--- src/pkg/adc_cfg_defs.vh ---
`ifndef ADC_CFG_DEFS_VH
`define ADC_CFG_DEFS_VH
// register byte addresses on the bus
`define ADDR_EXT_CONFIG      8'h00
`define ADDR_MODE            8'h04
`define ADDR_THRESHOLD       8'h08
`define ADDR_THR_LIMIT       8'h0c
`define ADDR_THR_VALUE       8'h10
`define ADDR_RES_LIMIT       8'h14
`define ADDR_RES_VALUE       8'h18
`define ADDR_ACCUM           8'h1c
`define ADDR_STATUS          8'h20
`define ADDR_VT_RESULT       8'h24
// extended configuration and mode fields
`define CFG_GND_BIT          7
`define CFG_ACC_HI           6
`define CFG_ACC_LO           5
`define CFG_CMP_HI           4
`define CFG_CMP_LO           3
`define CFG_OVR_BIT          2
`define CFG_RSV_BIT          1
`define CFG_RCNT_BIT         0
`define MODE_RES_BIT         6
`define MODE_UNIPOLAR_BIT    5
// status bits
`define STA_RESULT_BIT       0
`define STA_THRESH_BIT       1
`define STA_OVR_BIT          2
// reset values
`define RST_EXT_CONFIG       8'h00
`define RST_MODE             8'h00
`define RST_THRESHOLD        16'h0000
`define RST_THR_LIMIT        8'h01
`define RST_RES_LIMIT        16'h0001
// codes
`define ACC_OFF              2'b00
`define ACC_CLAMP            2'b01
`define ACC_SIGNED           2'b10
`define CMP_OFF              2'b00
`define CMP_SINGLE           2'b01
`define CMP_COUNT_RST        2'b10
`define CMP_COUNT_DEC        2'b11
// timing
`define CLK_HZ               20000000
`define OVR_PERSIST_US       125
`define OVR_PERSIST_CYC      ((`OVR_PERSIST_US * (`CLK_HZ / 1000000)) + 1)
`endif

--- src/verilog/current_adc_postprocess.v ---
// The AXI4-Lite interface to the registers and the placing of the registers were left to the implementer.
`timescale 1ns/10ps
`include "adc_cfg_defs.vh"
//
// Contract
// - config bit 7 connects switched ground pin to analog ground.
// - ground switch with mode bit 6 selects resistor path.
// - accumulator code 00 disables and holds accumulator at zero.
// - code 01 adds positives, subtracts negatives, clamps at zero.
// - code 10 adds positives, subtracts magnitudes, may go negative.
// - active accumulator wraps on overflow, no top saturation.
// - comparator 00 off; 01 interrupts each result at or above threshold.
// - code 10 interrupts at count limit; below threshold zeroes counter.
// - code 11 counts likewise; below threshold decrements, floor zero.
// - bit 2 enables coarse overrange detection setting status flag.
// - overrange flag sets only after condition persists over 125 us.
// - bit 0 suppresses result-ready interrupts until result count equals limit.
// - result count mode keeps only latest voltage/temperature result.
// - count resets at limit; config or mode write clears it.
// - threshold counter increments on each at-or-above result while comparator on, holding at ff.
// - compare 16 threshold bits unipolar, 15 bits twos complement.
module current_adc_postprocess
#(
  parameter OVR_CYCLES = `OVR_PERSIST_CYC
)
(
  // clock and reset
  input  wire        aclk,
  input  wire        aresetn,
  // axi4-lite write address / data / response
  input  wire [7:0]  s_axi_awaddr,
  input  wire        s_axi_awvalid,
  output reg         s_axi_awready,
  input  wire [31:0] s_axi_wdata,
  input  wire [3:0]  s_axi_wstrb,
  input  wire        s_axi_wvalid,
  output reg         s_axi_wready,
  output reg  [1:0]  s_axi_bresp,
  output reg         s_axi_bvalid,
  input  wire        s_axi_bready,
  // axi4-lite read
  input  wire [7:0]  s_axi_araddr,
  input  wire        s_axi_arvalid,
  output reg         s_axi_arready,
  output reg  [31:0] s_axi_rdata,
  output reg  [1:0]  s_axi_rresp,
  output reg         s_axi_rvalid,
  input  wire        s_axi_rready,
  // converter results, same clock
  input  wire        cur_valid,
  input  wire [15:0] cur_data,
  input  wire        vt_valid,
  input  wire [15:0] vt_data,
  // coarse comparator pin, asynchronous
  input  wire        coarse_over_pin,
  // ground switch and interrupt
  output reg         gnd_switch_direct,
  output reg         gnd_switch_resistor,
  output reg         adc_irq
);
  reg  [7:0]  cfg_reg;
  reg  [7:0]  mode_reg;
  reg  [15:0] thresh_reg;
  reg  [7:0]  thr_limit_reg;
  reg  [7:0]  thr_value_reg;
  reg  [15:0] res_limit_reg;
  reg  [15:0] res_value_reg;
  reg  [31:0] accum_reg;
  reg  [2:0]  status_reg;
  reg  [15:0] vt_latest_reg;
  reg  [15:0] vt_reg;
  reg         ovr_s1_reg;
  reg         ovr_s2_reg;
  reg         aw_hold_reg;
  reg         w_hold_reg;
  reg  [7:0]  aw_addr_reg;
  reg  [31:0] w_data_reg;
  reg  [3:0]  w_strb_reg;
  wire        ovr_persist;
  wire [1:0]  acc_mode  = cfg_reg[`CFG_ACC_HI:`CFG_ACC_LO];
  wire [1:0]  cmp_mode  = cfg_reg[`CFG_CMP_HI:`CFG_CMP_LO];
  wire        unipolar  = mode_reg[`MODE_UNIPOLAR_BIT];

  function [15:0] merge16;
    input [15:0] old;
    input [31:0] d;
    input [3:0]  s;
    begin
      merge16 = {s[1] ? d[15:8] : old[15:8], s[0] ? d[7:0] : old[7:0]};
    end
  endfunction

  ////////////////////////////////////////////////////////////////////////////
  // result magnitude and threshold compare
  wire        neg       = !unipolar && cur_data[15];
  wire [15:0] mag       = neg ? (~cur_data + 16'h0001) : cur_data;
  wire        at_or_above = unipolar ? (mag >= thresh_reg) : (mag >= {1'b0, thresh_reg[14:0]});
  wire [31:0] mag32     = {16'h0000, mag};
  wire [31:0] acc_add   = accum_reg + mag32;
  wire [31:0] acc_sub   = accum_reg - mag32;

  ////////////////////////////////////////////////////////////////////////////
  // overrange: pin synchronised, then filtered
  always @(posedge aclk)
  begin
    if (!aresetn)
    begin
      ovr_s1_reg <= 1'b0;
      ovr_s2_reg <= 1'b0;
    end
    else
    begin
      ovr_s1_reg <= coarse_over_pin;
      ovr_s2_reg <= ovr_s1_reg;
    end
  end

  overrange_filter #(.CYCLES(OVR_CYCLES), .CW(13)) u_ovr
  (
    .aclk      (aclk),
    .aresetn   (aresetn),
    .enable    (cfg_reg[`CFG_OVR_BIT]),
    .cond      (ovr_s2_reg),
    .persisted (ovr_persist)
  );

  ////////////////////////////////////////////////////////////////////////////
  // axi4-lite slave
  wire        do_read  = s_axi_arvalid && s_axi_arready;
  wire        rd_status = do_read && s_axi_araddr == `ADDR_STATUS;

  always @(posedge aclk)
  begin
    if (!aresetn)
    begin
      s_axi_awready <= 1'b0;
      s_axi_wready  <= 1'b0;
      s_axi_bvalid  <= 1'b0;
      s_axi_bresp   <= 2'b00;
      aw_hold_reg   <= 1'b0;
      w_hold_reg    <= 1'b0;
      aw_addr_reg   <= 8'h00;
      w_data_reg    <= 32'h0000_0000;
      w_strb_reg    <= 4'h0;
      s_axi_arready <= 1'b0;
      s_axi_rvalid  <= 1'b0;
      s_axi_rresp   <= 2'b00;
      s_axi_rdata   <= 32'h0000_0000;
    end
    else
    begin
      // one-cycle ready pulses; each channel captured when seen
      s_axi_awready <= s_axi_awvalid && !s_axi_awready && !aw_hold_reg && !s_axi_bvalid;
      s_axi_wready  <= s_axi_wvalid && !s_axi_wready && !w_hold_reg && !s_axi_bvalid;
      if (s_axi_awvalid && s_axi_awready)
      begin
        aw_hold_reg <= 1'b1;
        aw_addr_reg <= s_axi_awaddr;
      end
      if (s_axi_wvalid && s_axi_wready)
      begin
        w_hold_reg <= 1'b1;
        w_data_reg <= s_axi_wdata;
        w_strb_reg <= s_axi_wstrb;
      end
      if (aw_hold_reg && w_hold_reg && !s_axi_bvalid)
      begin
        s_axi_bvalid <= 1'b1;
        s_axi_bresp  <= (w_addr_known(aw_addr_reg)) ? 2'b00 : 2'b10;
        aw_hold_reg  <= 1'b0;
        w_hold_reg   <= 1'b0;
      end
      else if (s_axi_bvalid && s_axi_bready)
      begin
        s_axi_bvalid <= 1'b0;
      end
      s_axi_arready <= s_axi_arvalid && !s_axi_arready && !s_axi_rvalid;
      if (do_read)
      begin
        s_axi_rvalid <= 1'b1;
        s_axi_rresp  <= (s_axi_araddr[1:0] == 2'b00 && s_axi_araddr <= `ADDR_VT_RESULT) ? 2'b00 : 2'b10;
        case (s_axi_araddr)
          `ADDR_EXT_CONFIG: s_axi_rdata <= {24'h000000, cfg_reg};
          `ADDR_MODE:       s_axi_rdata <= {24'h000000, mode_reg};
          `ADDR_THRESHOLD:  s_axi_rdata <= {16'h0000, thresh_reg};
          `ADDR_THR_LIMIT:  s_axi_rdata <= {24'h000000, thr_limit_reg};
          `ADDR_THR_VALUE:  s_axi_rdata <= {24'h000000, thr_value_reg};
          `ADDR_RES_LIMIT:  s_axi_rdata <= {16'h0000, res_limit_reg};
          `ADDR_RES_VALUE:  s_axi_rdata <= {16'h0000, res_value_reg};
          `ADDR_ACCUM:      s_axi_rdata <= accum_reg;
          `ADDR_STATUS:     s_axi_rdata <= {29'h00000000, status_reg};
          `ADDR_VT_RESULT:  s_axi_rdata <= {16'h0000, vt_reg};
          default:          s_axi_rdata <= 32'h0000_0000;
        endcase
      end
      else if (s_axi_rvalid && s_axi_rready)
      begin
        s_axi_rvalid <= 1'b0;
      end
    end
  end

  function w_addr_known;
    input [7:0] a;
    begin
      w_addr_known = (a == `ADDR_EXT_CONFIG) || (a == `ADDR_MODE) || (a == `ADDR_THRESHOLD) ||
                     (a == `ADDR_THR_LIMIT) || (a == `ADDR_RES_LIMIT);
    end
  endfunction

  // writes commit when both channels are held; registers update on the same edge that raises bvalid
  wire commit = aw_hold_reg && w_hold_reg && !s_axi_bvalid;
  wire c_cfg  = commit && aw_addr_reg == `ADDR_EXT_CONFIG && w_strb_reg[0];
  wire c_mode = commit && aw_addr_reg == `ADDR_MODE && w_strb_reg[0];

  ////////////////////////////////////////////////////////////////////////////
  // configuration registers
  always @(posedge aclk)
  begin
    if (!aresetn)
    begin
      cfg_reg       <= `RST_EXT_CONFIG;
      mode_reg      <= `RST_MODE;
      thresh_reg    <= `RST_THRESHOLD;
      thr_limit_reg <= `RST_THR_LIMIT;
      res_limit_reg <= `RST_RES_LIMIT;
    end
    else if (commit)
    begin
      // reserved bit stored as written; software is expected to keep it zero
      if (c_cfg)
        cfg_reg <= w_data_reg[7:0];
      if (c_mode)
        mode_reg <= w_data_reg[7:0];
      if (aw_addr_reg == `ADDR_THRESHOLD)
        thresh_reg <= merge16(thresh_reg, w_data_reg, w_strb_reg);
      if (aw_addr_reg == `ADDR_THR_LIMIT && w_strb_reg[0])
        thr_limit_reg <= w_data_reg[7:0];
      if (aw_addr_reg == `ADDR_RES_LIMIT)
        res_limit_reg <= merge16(res_limit_reg, w_data_reg, w_strb_reg);
    end
  end

  ////////////////////////////////////////////////////////////////////////////
  // per-result processing
  wire [7:0]  thr_inc   = (thr_value_reg == 8'hff) ? thr_value_reg : thr_value_reg + 8'h01;
  wire [15:0] res_inc   = res_value_reg + 16'h0001;
  wire        res_hit   = cur_valid && cfg_reg[`CFG_RCNT_BIT] && res_inc == res_limit_reg;
  wire        thr_event = cur_valid && at_or_above &&
                          ((cmp_mode == `CMP_SINGLE) ||
                           ((cmp_mode == `CMP_COUNT_RST || cmp_mode == `CMP_COUNT_DEC) &&
                            thr_inc >= thr_limit_reg));

  always @(posedge aclk)
  begin
    if (!aresetn)
    begin
      accum_reg     <= 32'h0000_0000;
      thr_value_reg <= 8'h00;
      res_value_reg <= 16'h0000;
      status_reg    <= 3'b000;
      vt_latest_reg <= 16'h0000;
      vt_reg        <= 16'h0000;
      adc_irq       <= 1'b0;
    end
    else
    begin
      if (acc_mode == `ACC_OFF)
        accum_reg <= 32'h0000_0000;
      else if (cur_valid)
      begin
        if (!neg && acc_mode != 2'b11)
          accum_reg <= acc_add;
        else if (acc_mode == `ACC_CLAMP)
          accum_reg <= (mag32 > accum_reg) ? 32'h0000_0000 : acc_sub;
        else if (acc_mode == `ACC_SIGNED)
          accum_reg <= acc_sub;
        else
          accum_reg <= accum_reg;
      end

      if (cur_valid && cmp_mode != `CMP_OFF)
      begin
        if (at_or_above)
          thr_value_reg <= thr_inc;
        else if (cmp_mode == `CMP_COUNT_RST)
          thr_value_reg <= 8'h00;
        else if (cmp_mode == `CMP_COUNT_DEC && thr_value_reg != 8'h00)
          thr_value_reg <= thr_value_reg - 8'h01;
      end

      // clear on reconfigure, wrap at limit
      if (c_cfg || c_mode)
        res_value_reg <= 16'h0000;
      else if (cur_valid && cfg_reg[`CFG_RCNT_BIT])
        res_value_reg <= res_hit ? 16'h0000 : res_inc;

      // latest voltage result kept, published on counter interrupt, or on each result with counter off
      if (vt_valid)
        vt_latest_reg <= vt_data;
      if (!cfg_reg[`CFG_RCNT_BIT] && vt_valid)
        vt_reg <= vt_data;
      else if (res_hit)
        vt_reg <= vt_valid ? vt_data : vt_latest_reg;

      // status: hardware set wins over the read clear
      // result-ready gated by counter
      status_reg[`STA_RESULT_BIT] <= (cur_valid && (!cfg_reg[`CFG_RCNT_BIT] || res_hit)) ||
                                     (status_reg[`STA_RESULT_BIT] && !rd_status);
      status_reg[`STA_THRESH_BIT] <= thr_event || (status_reg[`STA_THRESH_BIT] && !rd_status);
      status_reg[`STA_OVR_BIT]    <= ovr_persist || (status_reg[`STA_OVR_BIT] && !rd_status);
      adc_irq <= |status_reg;
    end
  end

  ////////////////////////////////////////////////////////////////////////////
  // ground switch
  always @(posedge aclk)
  begin
    if (!aresetn)
    begin
      gnd_switch_direct   <= 1'b0;
      gnd_switch_resistor <= 1'b0;
    end
    else
    begin
      gnd_switch_direct   <= cfg_reg[`CFG_GND_BIT] && !mode_reg[`MODE_RES_BIT];
      gnd_switch_resistor <= cfg_reg[`CFG_GND_BIT] && mode_reg[`MODE_RES_BIT];
    end
  end
endmodule // current_adc_postprocess

--- src/verilog/overrange_filter.v ---
`timescale 1ns/10ps
`include "adc_cfg_defs.vh"
module overrange_filter
#(
  parameter CYCLES = `OVR_PERSIST_CYC,
  parameter CW     = 13
)
(
  // clock and reset
  input  wire aclk,
  input  wire aresetn,
  // condition in, persisted level out
  input  wire enable,
  input  wire cond,
  output reg  persisted
);
  reg [CW-1:0] count_reg;
  always @(posedge aclk)
  begin
    if (!aresetn || !enable || !cond)
    begin
      count_reg <= {CW{1'b0}};
      persisted <= 1'b0;
    end
    else if (count_reg == CYCLES[CW-1:0])
    begin
      persisted <= 1'b1;
    end
    else
    begin
      count_reg <= count_reg + {{(CW-1){1'b0}}, 1'b1};
    end
  end
endmodule // overrange_filter
--- config.mk ---
export PLATFORM = sky130hd
export DESIGN_NAME = current_adc_postprocess
export DESIGN_NICKNAME = d
export VERILOG_FILES = /design/src/verilog/current_adc_postprocess.v /design/src/verilog/overrange_filter.v
export VERILOG_INCLUDE_DIRS = /design/src /design/src/pkg
export SDC_FILE = /design/constraint.sdc
export NUM_CORES = 1
export LEC_CHECK = 0
export BUFFER_PORTS_ARGS = -buffer_cell sky130_fd_sc_hd__buf_4
export CELL_PAD_IN_SITES_DETAIL_PLACEMENT = 0
export CELL_PAD_IN_SITES_GLOBAL_PLACEMENT = 1
export CORE_AREA = 2 2 209 211
export CTS_CLUSTER_DIAMETER = 80
export CTS_CLUSTER_SIZE = 20
export DETAILED_ROUTE_END_ITERATION = 8
export DIE_AREA = 0 0 211 213
export MAX_ROUTING_LAYER = met4
export PLACE_DENSITY = 0.59
export SLEW_MARGIN = 20
export SYNTH_ARGS = -nofsm -noshare
export SYNTH_HDL_FRONTEND = slang
export SYNTH_SLANG_ARGS = --single-unit
--- constraint.sdc ---
create_clock -name aclk -period 10 [get_ports aclk]
set_clock_uncertainty 0.2 [all_clocks]
set_input_delay 2 -clock aclk [delete_from_list [all_inputs] [get_ports aclk]]
set_output_delay 2 -clock aclk [all_outputs]
set_load 0.005 [all_outputs]
# Word-level counts from Yosys, hierarchy flattened
# Index checks and enable logic that the tools add are counted.
# word_totals
reg_bits	235
output_inout_bits	44
wordCells	180
# classes
reduce_logical	90
bitwise_logic	2
n_addsub	7
muxes	21
n_eq_ne	22
magnitude_cmp	5
# op_table
op	count
$pmux W32 S10	1
$mux W32	4
$mux W16	5
$eq A8 B5 Y1 const B	5
$logic_and A1 B1 Y1	38
$add A16 B1 Y16 const B	2
$add A32 B16 Y32	1
$eq A8 B4 Y1 const B	4
$gt A16 B32 Y1	1
$mux W8	4
$sub A32 B16 Y32	1
$eq A16 B16 Y1	1
$eq A8 B3 Y1 const B	2
$eq A8 B6 Y1 const B	2
$ge A16 B15 Y1	1
$ge A16 B16 Y1	1
$logic_not A8 Y1	2
$not A16 Y16	1
$logic_not A1 Y1	15
$add A13 B1 Y13 const B	1
$eq A13 B12 Y1 const B	1
$logic_or A1 B1 Y1	13
$reduce_and A3 Y1	4
$reduce_and A2 Y1	5
17 further kinds	32

# Longest topological paths before layout
# logic_depth
depth_word	8
ltp_mapped	17
mapped_depth_nobuf	16

# Modules after synthesis
# Synthesis repeated with hierarchy kept, for this count alone.
# unflattened
cells_unflattened	1700
hier_area_um2	13983.4
# modules_own_cells
mod	n_inst	cells_per_inst	area_each_um2
current_adc_postprocess	1	1621	13292.7
overrange_filter	1	79	690.7

# Worst setup path after synthesis
# No wires, ideal clock.
# synth_path
kind	input to register
startpoint	in cur_data[5]
endpoint	reg accum_reg[23]
setup_slack_ns	4.209
required_time_ns	9.729
cell_stages	15
path_buffers	3
t_arrival_ns	5.521
cell_sequence	or3_1 nor3b_2 a21oi_1 xnor2_1 ha_1 clkbuf_1 or3_1 o21bai_1 o211ai_1 o21ai_1 a31oi_1 clkbuf_1 buf_1 o311ai_0 a21oi_1
# synth_between
elab_chain_cells	7
word_cells_on_any_way	10
cone_classes	add/sub: 3; order compare: 1; mux: 5; bitwise: 1
# synth_rtl
element	line	text
start: declaration	current_adc_postprocess.v:51	input wire [15:0] cur_data,
$not A16 Y16	current_adc_postprocess.v:96	wire [15:0] mag = neg ? (~cur_data + 16'h0001) : cur_data;
$add A16 B1 Y16	current_adc_postprocess.v:96	
$mux W16 *	current_adc_postprocess.v:96	
$sub A32 B16 Y32 / $gt A16 B32 Y1 (equally long branches)	current_adc_postprocess.v:100, current_adc_postprocess.v:275	
$mux W32, on equally long branches	current_adc_postprocess.v:276, current_adc_postprocess.v:275	
$mux W32	current_adc_postprocess.v:274	else if (acc_mode == `ACC_CLAMP)
$mux W32 *	current_adc_postprocess.v:272	if (!neg && acc_mode != 2'b11)
end signal: assignment	current_adc_postprocess.v:275	accum_reg <= (mag32 > accum_reg) ? 32'h0000_0000 : acc_sub;
end signal: assignment	current_adc_postprocess.v:277	accum_reg <= acc_sub;
end signal: assignment	current_adc_postprocess.v:279	accum_reg <= accum_reg;
end: declaration	current_adc_postprocess.v:68	reg [31:0] accum_reg;
# Mark *: on every way between the ends. The rest lies on a longest branch, timed or not. The select of a mux whose other input is x is not followed.
# A chain may end at the register's enable or synchronous reset.

# Worst setup path in the final report
# layout_path
startpoint	in cur_data[1]
endpoint	reg accum_reg[4]
# The elaborated chain is that of the path after synthesis.

==> run metrics <==
detailed-routing iteration count for the pre-antenna-repair pass=7; I/O pin total=138; number of DRC violations after detailed routing=0; number of H-tree branching levels=1; number of antenna diodes=0; most used cells in the layout excluding fill and tap cells=sky130_fd_sc_hd__dfxtp_1, sky130_fd_sc_hd__nand2_1, sky130_fd_sc_hd__buf_4; total core area=42700 µm²; commonest register cell after synthesis=sky130_fd_sc_hd__dfxtp_1; via density per instance=5.48; FF-to-FF Start=mode_reg[5]; r2r worst-path depth=12; Setup Slack @ Placement=3.01 ns; Max Used Layer=met4; number of antenna violations at the first check in global routing=0; layout cells sized above 1=12.6%; sum of negative setup slack=0 ns; number of maximum-capacitance constraint violations=0; first-pass GRT wire length=73700 µm; Crit Path Category=primary input to flip-flop; number of antenna-violating nets in the routed design=0; die area=44900 µm²; post-synthesis instance area=13900 µm²; WHS Path Cells=1; Crit path required time=10.26 ns; via count of the first global-routing pass=12207; mean routed wirelength per cell=20.8 µm; worst endpoint data arrival time=6.80 ns; outcome=finished, final reports clean; static leakage=5.88 nW; number of standard cells in the final layout excluding fillers=2300; GRT Overall Usage=21.8%; endpoints failing setup=0; number of max-slew violations in the final report=0; CTS tree=yes; worst setup path start=cur_data[1]; wire length on met1=23300 µm; detailed-routed wire length on met3=1960 µm; PnR worst setup slack=3.46 ns; Worst Hold Endpoint=ovr_s2_reg; final hold slack=0.237 ns; highest fanout seen on the critical path=12; minimum clock period=6.54 ns; number of nets in the final layout=1907; starting DRC count in detailed routing=754; Slew @ Worst Pin=1.17 ns; PostCTS Resize Cnt=0; kind of end point of the critical path=flip-flop; Min-Delay Path Class=flip-flop to flip-flop; fraction of registers with async set/reset=0%; number of buffers inserted to repair setup after CTS=0; flop-to-flop setup slack=4.91 ns; reg-to-reg critical path endpoint=accum_reg[22]; clock-pin slew of the registers on the worst-case setup and hold paths=0.08 ns; post-synthesis cell count=1694; clock latency at the later pin of the worst-skew pair=0.53 ns; top achievable clock speed=0.153 GHz; startpoint type of the worst setup path=primary input; largest net degree at the start of global routing=80; met2 wire length=21400 µm; Yosys warning count=0; maximum count of clock buffers along a single path=3; overflow left after global routing=0; number of cells after detailed placement=2270; total wirelength of the detailed-routed design=47700 µm; die outline height=213 µm; tightest slew margin relative to the limit=21.6%; final weighted congestion in routability-driven placement=0.913; commonest non-fill, non-tap cell in the layout=sky130_fd_sc_hd__dfxtp_1; total power per unit cell area=123 nW/µm²; startpoint of the worst hold path=ovr_s1_reg; placed wire-length estimate=35900 µm; CTS Root Buffer Type=sky130_fd_sc_hd__clkbuf_16; Sinks on Clock Net=233; Peak VDD IR=0.0000827 V; layout overhead on the synthesized area=13.6%; RSZ-0062 raised after global routing=false; DIE WIDTH=211 µm; number of flops mapped to enable cells by yosys=0; initial core utilization=32.6%; power after layout=1.94 mW; Final Cycle Share=65.4%; number of failing hold endpoints at the final stage=0; Port-buffer cells=117; total via count after detailed routing=12597; post-synthesis sequential element count=233; number of buffers created by CTS=19; hold_buf cts=0; placement row count=76; Cell variety after synth=78; sequential share of the synthesized area=33.5%; per-instance average area after synthesis=8.21 µm²
[metrics by stage]
| stage | util (%) | instance area, µm² |
|---|---|---|
| after floorplan | - | 13900 |
| after global placement | 35.5 | 15200 |
| after detailed placement | 35.5 | 15200 |
| after CTS | 37.0 | 15800 |
| after global routing | 37.0 | 15800 |
| final | 37.0 | 15800 |
[cells in the mapped netlist, types with 5 or more instances]
| cell | n | area [µm²] |
|---|---|---|
| sky130_fd_sc_hd__a211oi_1 | 16 | 120 |
| sky130_fd_sc_hd__a21boi_0 | 56 | 420 |
| sky130_fd_sc_hd__a21o_1 | 16 | 120 |
| sky130_fd_sc_hd__a21oi_1 | 97 | 485 |
| sky130_fd_sc_hd__a221oi_1 | 14 | 123 |
| sky130_fd_sc_hd__a222oi_1 | 13 | 130 |
| sky130_fd_sc_hd__a22o_1 | 12 | 105 |
| sky130_fd_sc_hd__a22oi_1 | 37 | 278 |
| sky130_fd_sc_hd__a31o_2 | 16 | 140 |
| sky130_fd_sc_hd__a31oi_1 | 25 | 156 |
| sky130_fd_sc_hd__a32o_1 | 6 | 60.1 |
| sky130_fd_sc_hd__and2_1 | 28 | 175 |
| sky130_fd_sc_hd__and3_1 | 14 | 87.6 |
| sky130_fd_sc_hd__and4_1 | 6 | 52.6 |
| sky130_fd_sc_hd__buf_2 | 8 | 40.0 |
| sky130_fd_sc_hd__buf_4 | 5 | 37.5 |
| sky130_fd_sc_hd__clkbuf_1 | 89 | 334 |
| sky130_fd_sc_hd__dfxtp_1 | 233 | 4660 |
| sky130_fd_sc_hd__ha_1 | 66 | 826 |
| sky130_fd_sc_hd__inv_1 | 69 | 259 |
| sky130_fd_sc_hd__mux2_2 | 18 | 203 |
| sky130_fd_sc_hd__mux2i_1 | 54 | 541 |
| sky130_fd_sc_hd__nand2_1 | 178 | 668 |
| sky130_fd_sc_hd__nand2b_1 | 20 | 125 |
| sky130_fd_sc_hd__nand3_1 | 62 | 310 |
| sky130_fd_sc_hd__nand4_1 | 14 | 87.6 |
| sky130_fd_sc_hd__nor2_1 | 110 | 413 |
| sky130_fd_sc_hd__nor2b_1 | 84 | 526 |
| sky130_fd_sc_hd__nor3_1 | 31 | 155 |
| sky130_fd_sc_hd__nor4_1 | 14 | 87.6 |
| sky130_fd_sc_hd__o211ai_1 | 16 | 120 |
| sky130_fd_sc_hd__o21a_1 | 12 | 90.1 |
| sky130_fd_sc_hd__o21ai_0 | 47 | 235 |
| sky130_fd_sc_hd__o221ai_1 | 8 | 70.1 |
| sky130_fd_sc_hd__o22ai_1 | 9 | 56.3 |
| sky130_fd_sc_hd__o31ai_1 | 8 | 60.1 |
| sky130_fd_sc_hd__or2_2 | 6 | 37.5 |
| sky130_fd_sc_hd__or3_1 | 19 | 119 |
| sky130_fd_sc_hd__or4_1 | 23 | 173 |
| sky130_fd_sc_hd__xnor2_1 | 36 | 315 |
| sky130_fd_sc_hd__xor2_1 | 27 | 236 |
[worst max-delay path by stage]
stage / end / depth (start not counted)
6_report: accum_reg[4] / 15
5_1_grt: accum_reg[4] / 15
4_1_cts: accum_reg[4] / 15
3_5_place_dp: accum_reg[4] / 15
3_3_place_gp: accum_reg[4] / 15
2_1_floorplan: accum_reg[23] / 15
[layer usage]
metal	track usage [%]	up-vias
met4	5.76	0
li1	-	6210
met3	2.38	54
met1	30.0	6054
met2	34.2	279
met5	-	-
[worst max-delay path, cell delays in order]
cell	delay, ns
sky130_fd_sc_hd__buf_4	0.13
sky130_fd_sc_hd__nor3_1	0.55
sky130_fd_sc_hd__nor3b_2	0.55
sky130_fd_sc_hd__a21oi_1	0.16
sky130_fd_sc_hd__xnor2_1	0.52
sky130_fd_sc_hd__ha_1	0.43
sky130_fd_sc_hd__or3_1	0.36
sky130_fd_sc_hd__o21bai_1	0.17
sky130_fd_sc_hd__o211ai_1	0.27
sky130_fd_sc_hd__o21ai_1	0.26
sky130_fd_sc_hd__a31oi_2	0.60
sky130_fd_sc_hd__buf_4	0.35
sky130_fd_sc_hd__o21ai_0	0.12
sky130_fd_sc_hd__a22oi_1	0.19
sky130_fd_sc_hd__a22o_1	0.14
[report_power, final]
group / switching [mW] / internal (mW)
Sequential: 0.0131 / 0.940
Clock: 0.404 / 0.381
Combinational: 0.120 / 0.0838
Total: 0.537 / 1.41
[cells by family after synthesis]
kind of cell	after synthesis	synth area share [%]
compound gates	453	22.8
flops	233	33.5
other cells	1	0.0270
xor+xnor	63	3.97
buf+inv	176	5.13
mux	72	5.35
fa+ha+maj	68	6.23
simple gates	628	23.0
[final cells by class]
cell class	instances	area, µm²
fill	4440	26900
multi-input combinational	1286	8560
sequential	233	4660
timing repair buffer	136	1020
tap	546	683
clock buffer	22	507
inverter	69	259
clock inverter	8	101
No activity file was read; power rests on OpenSTA's default activity.
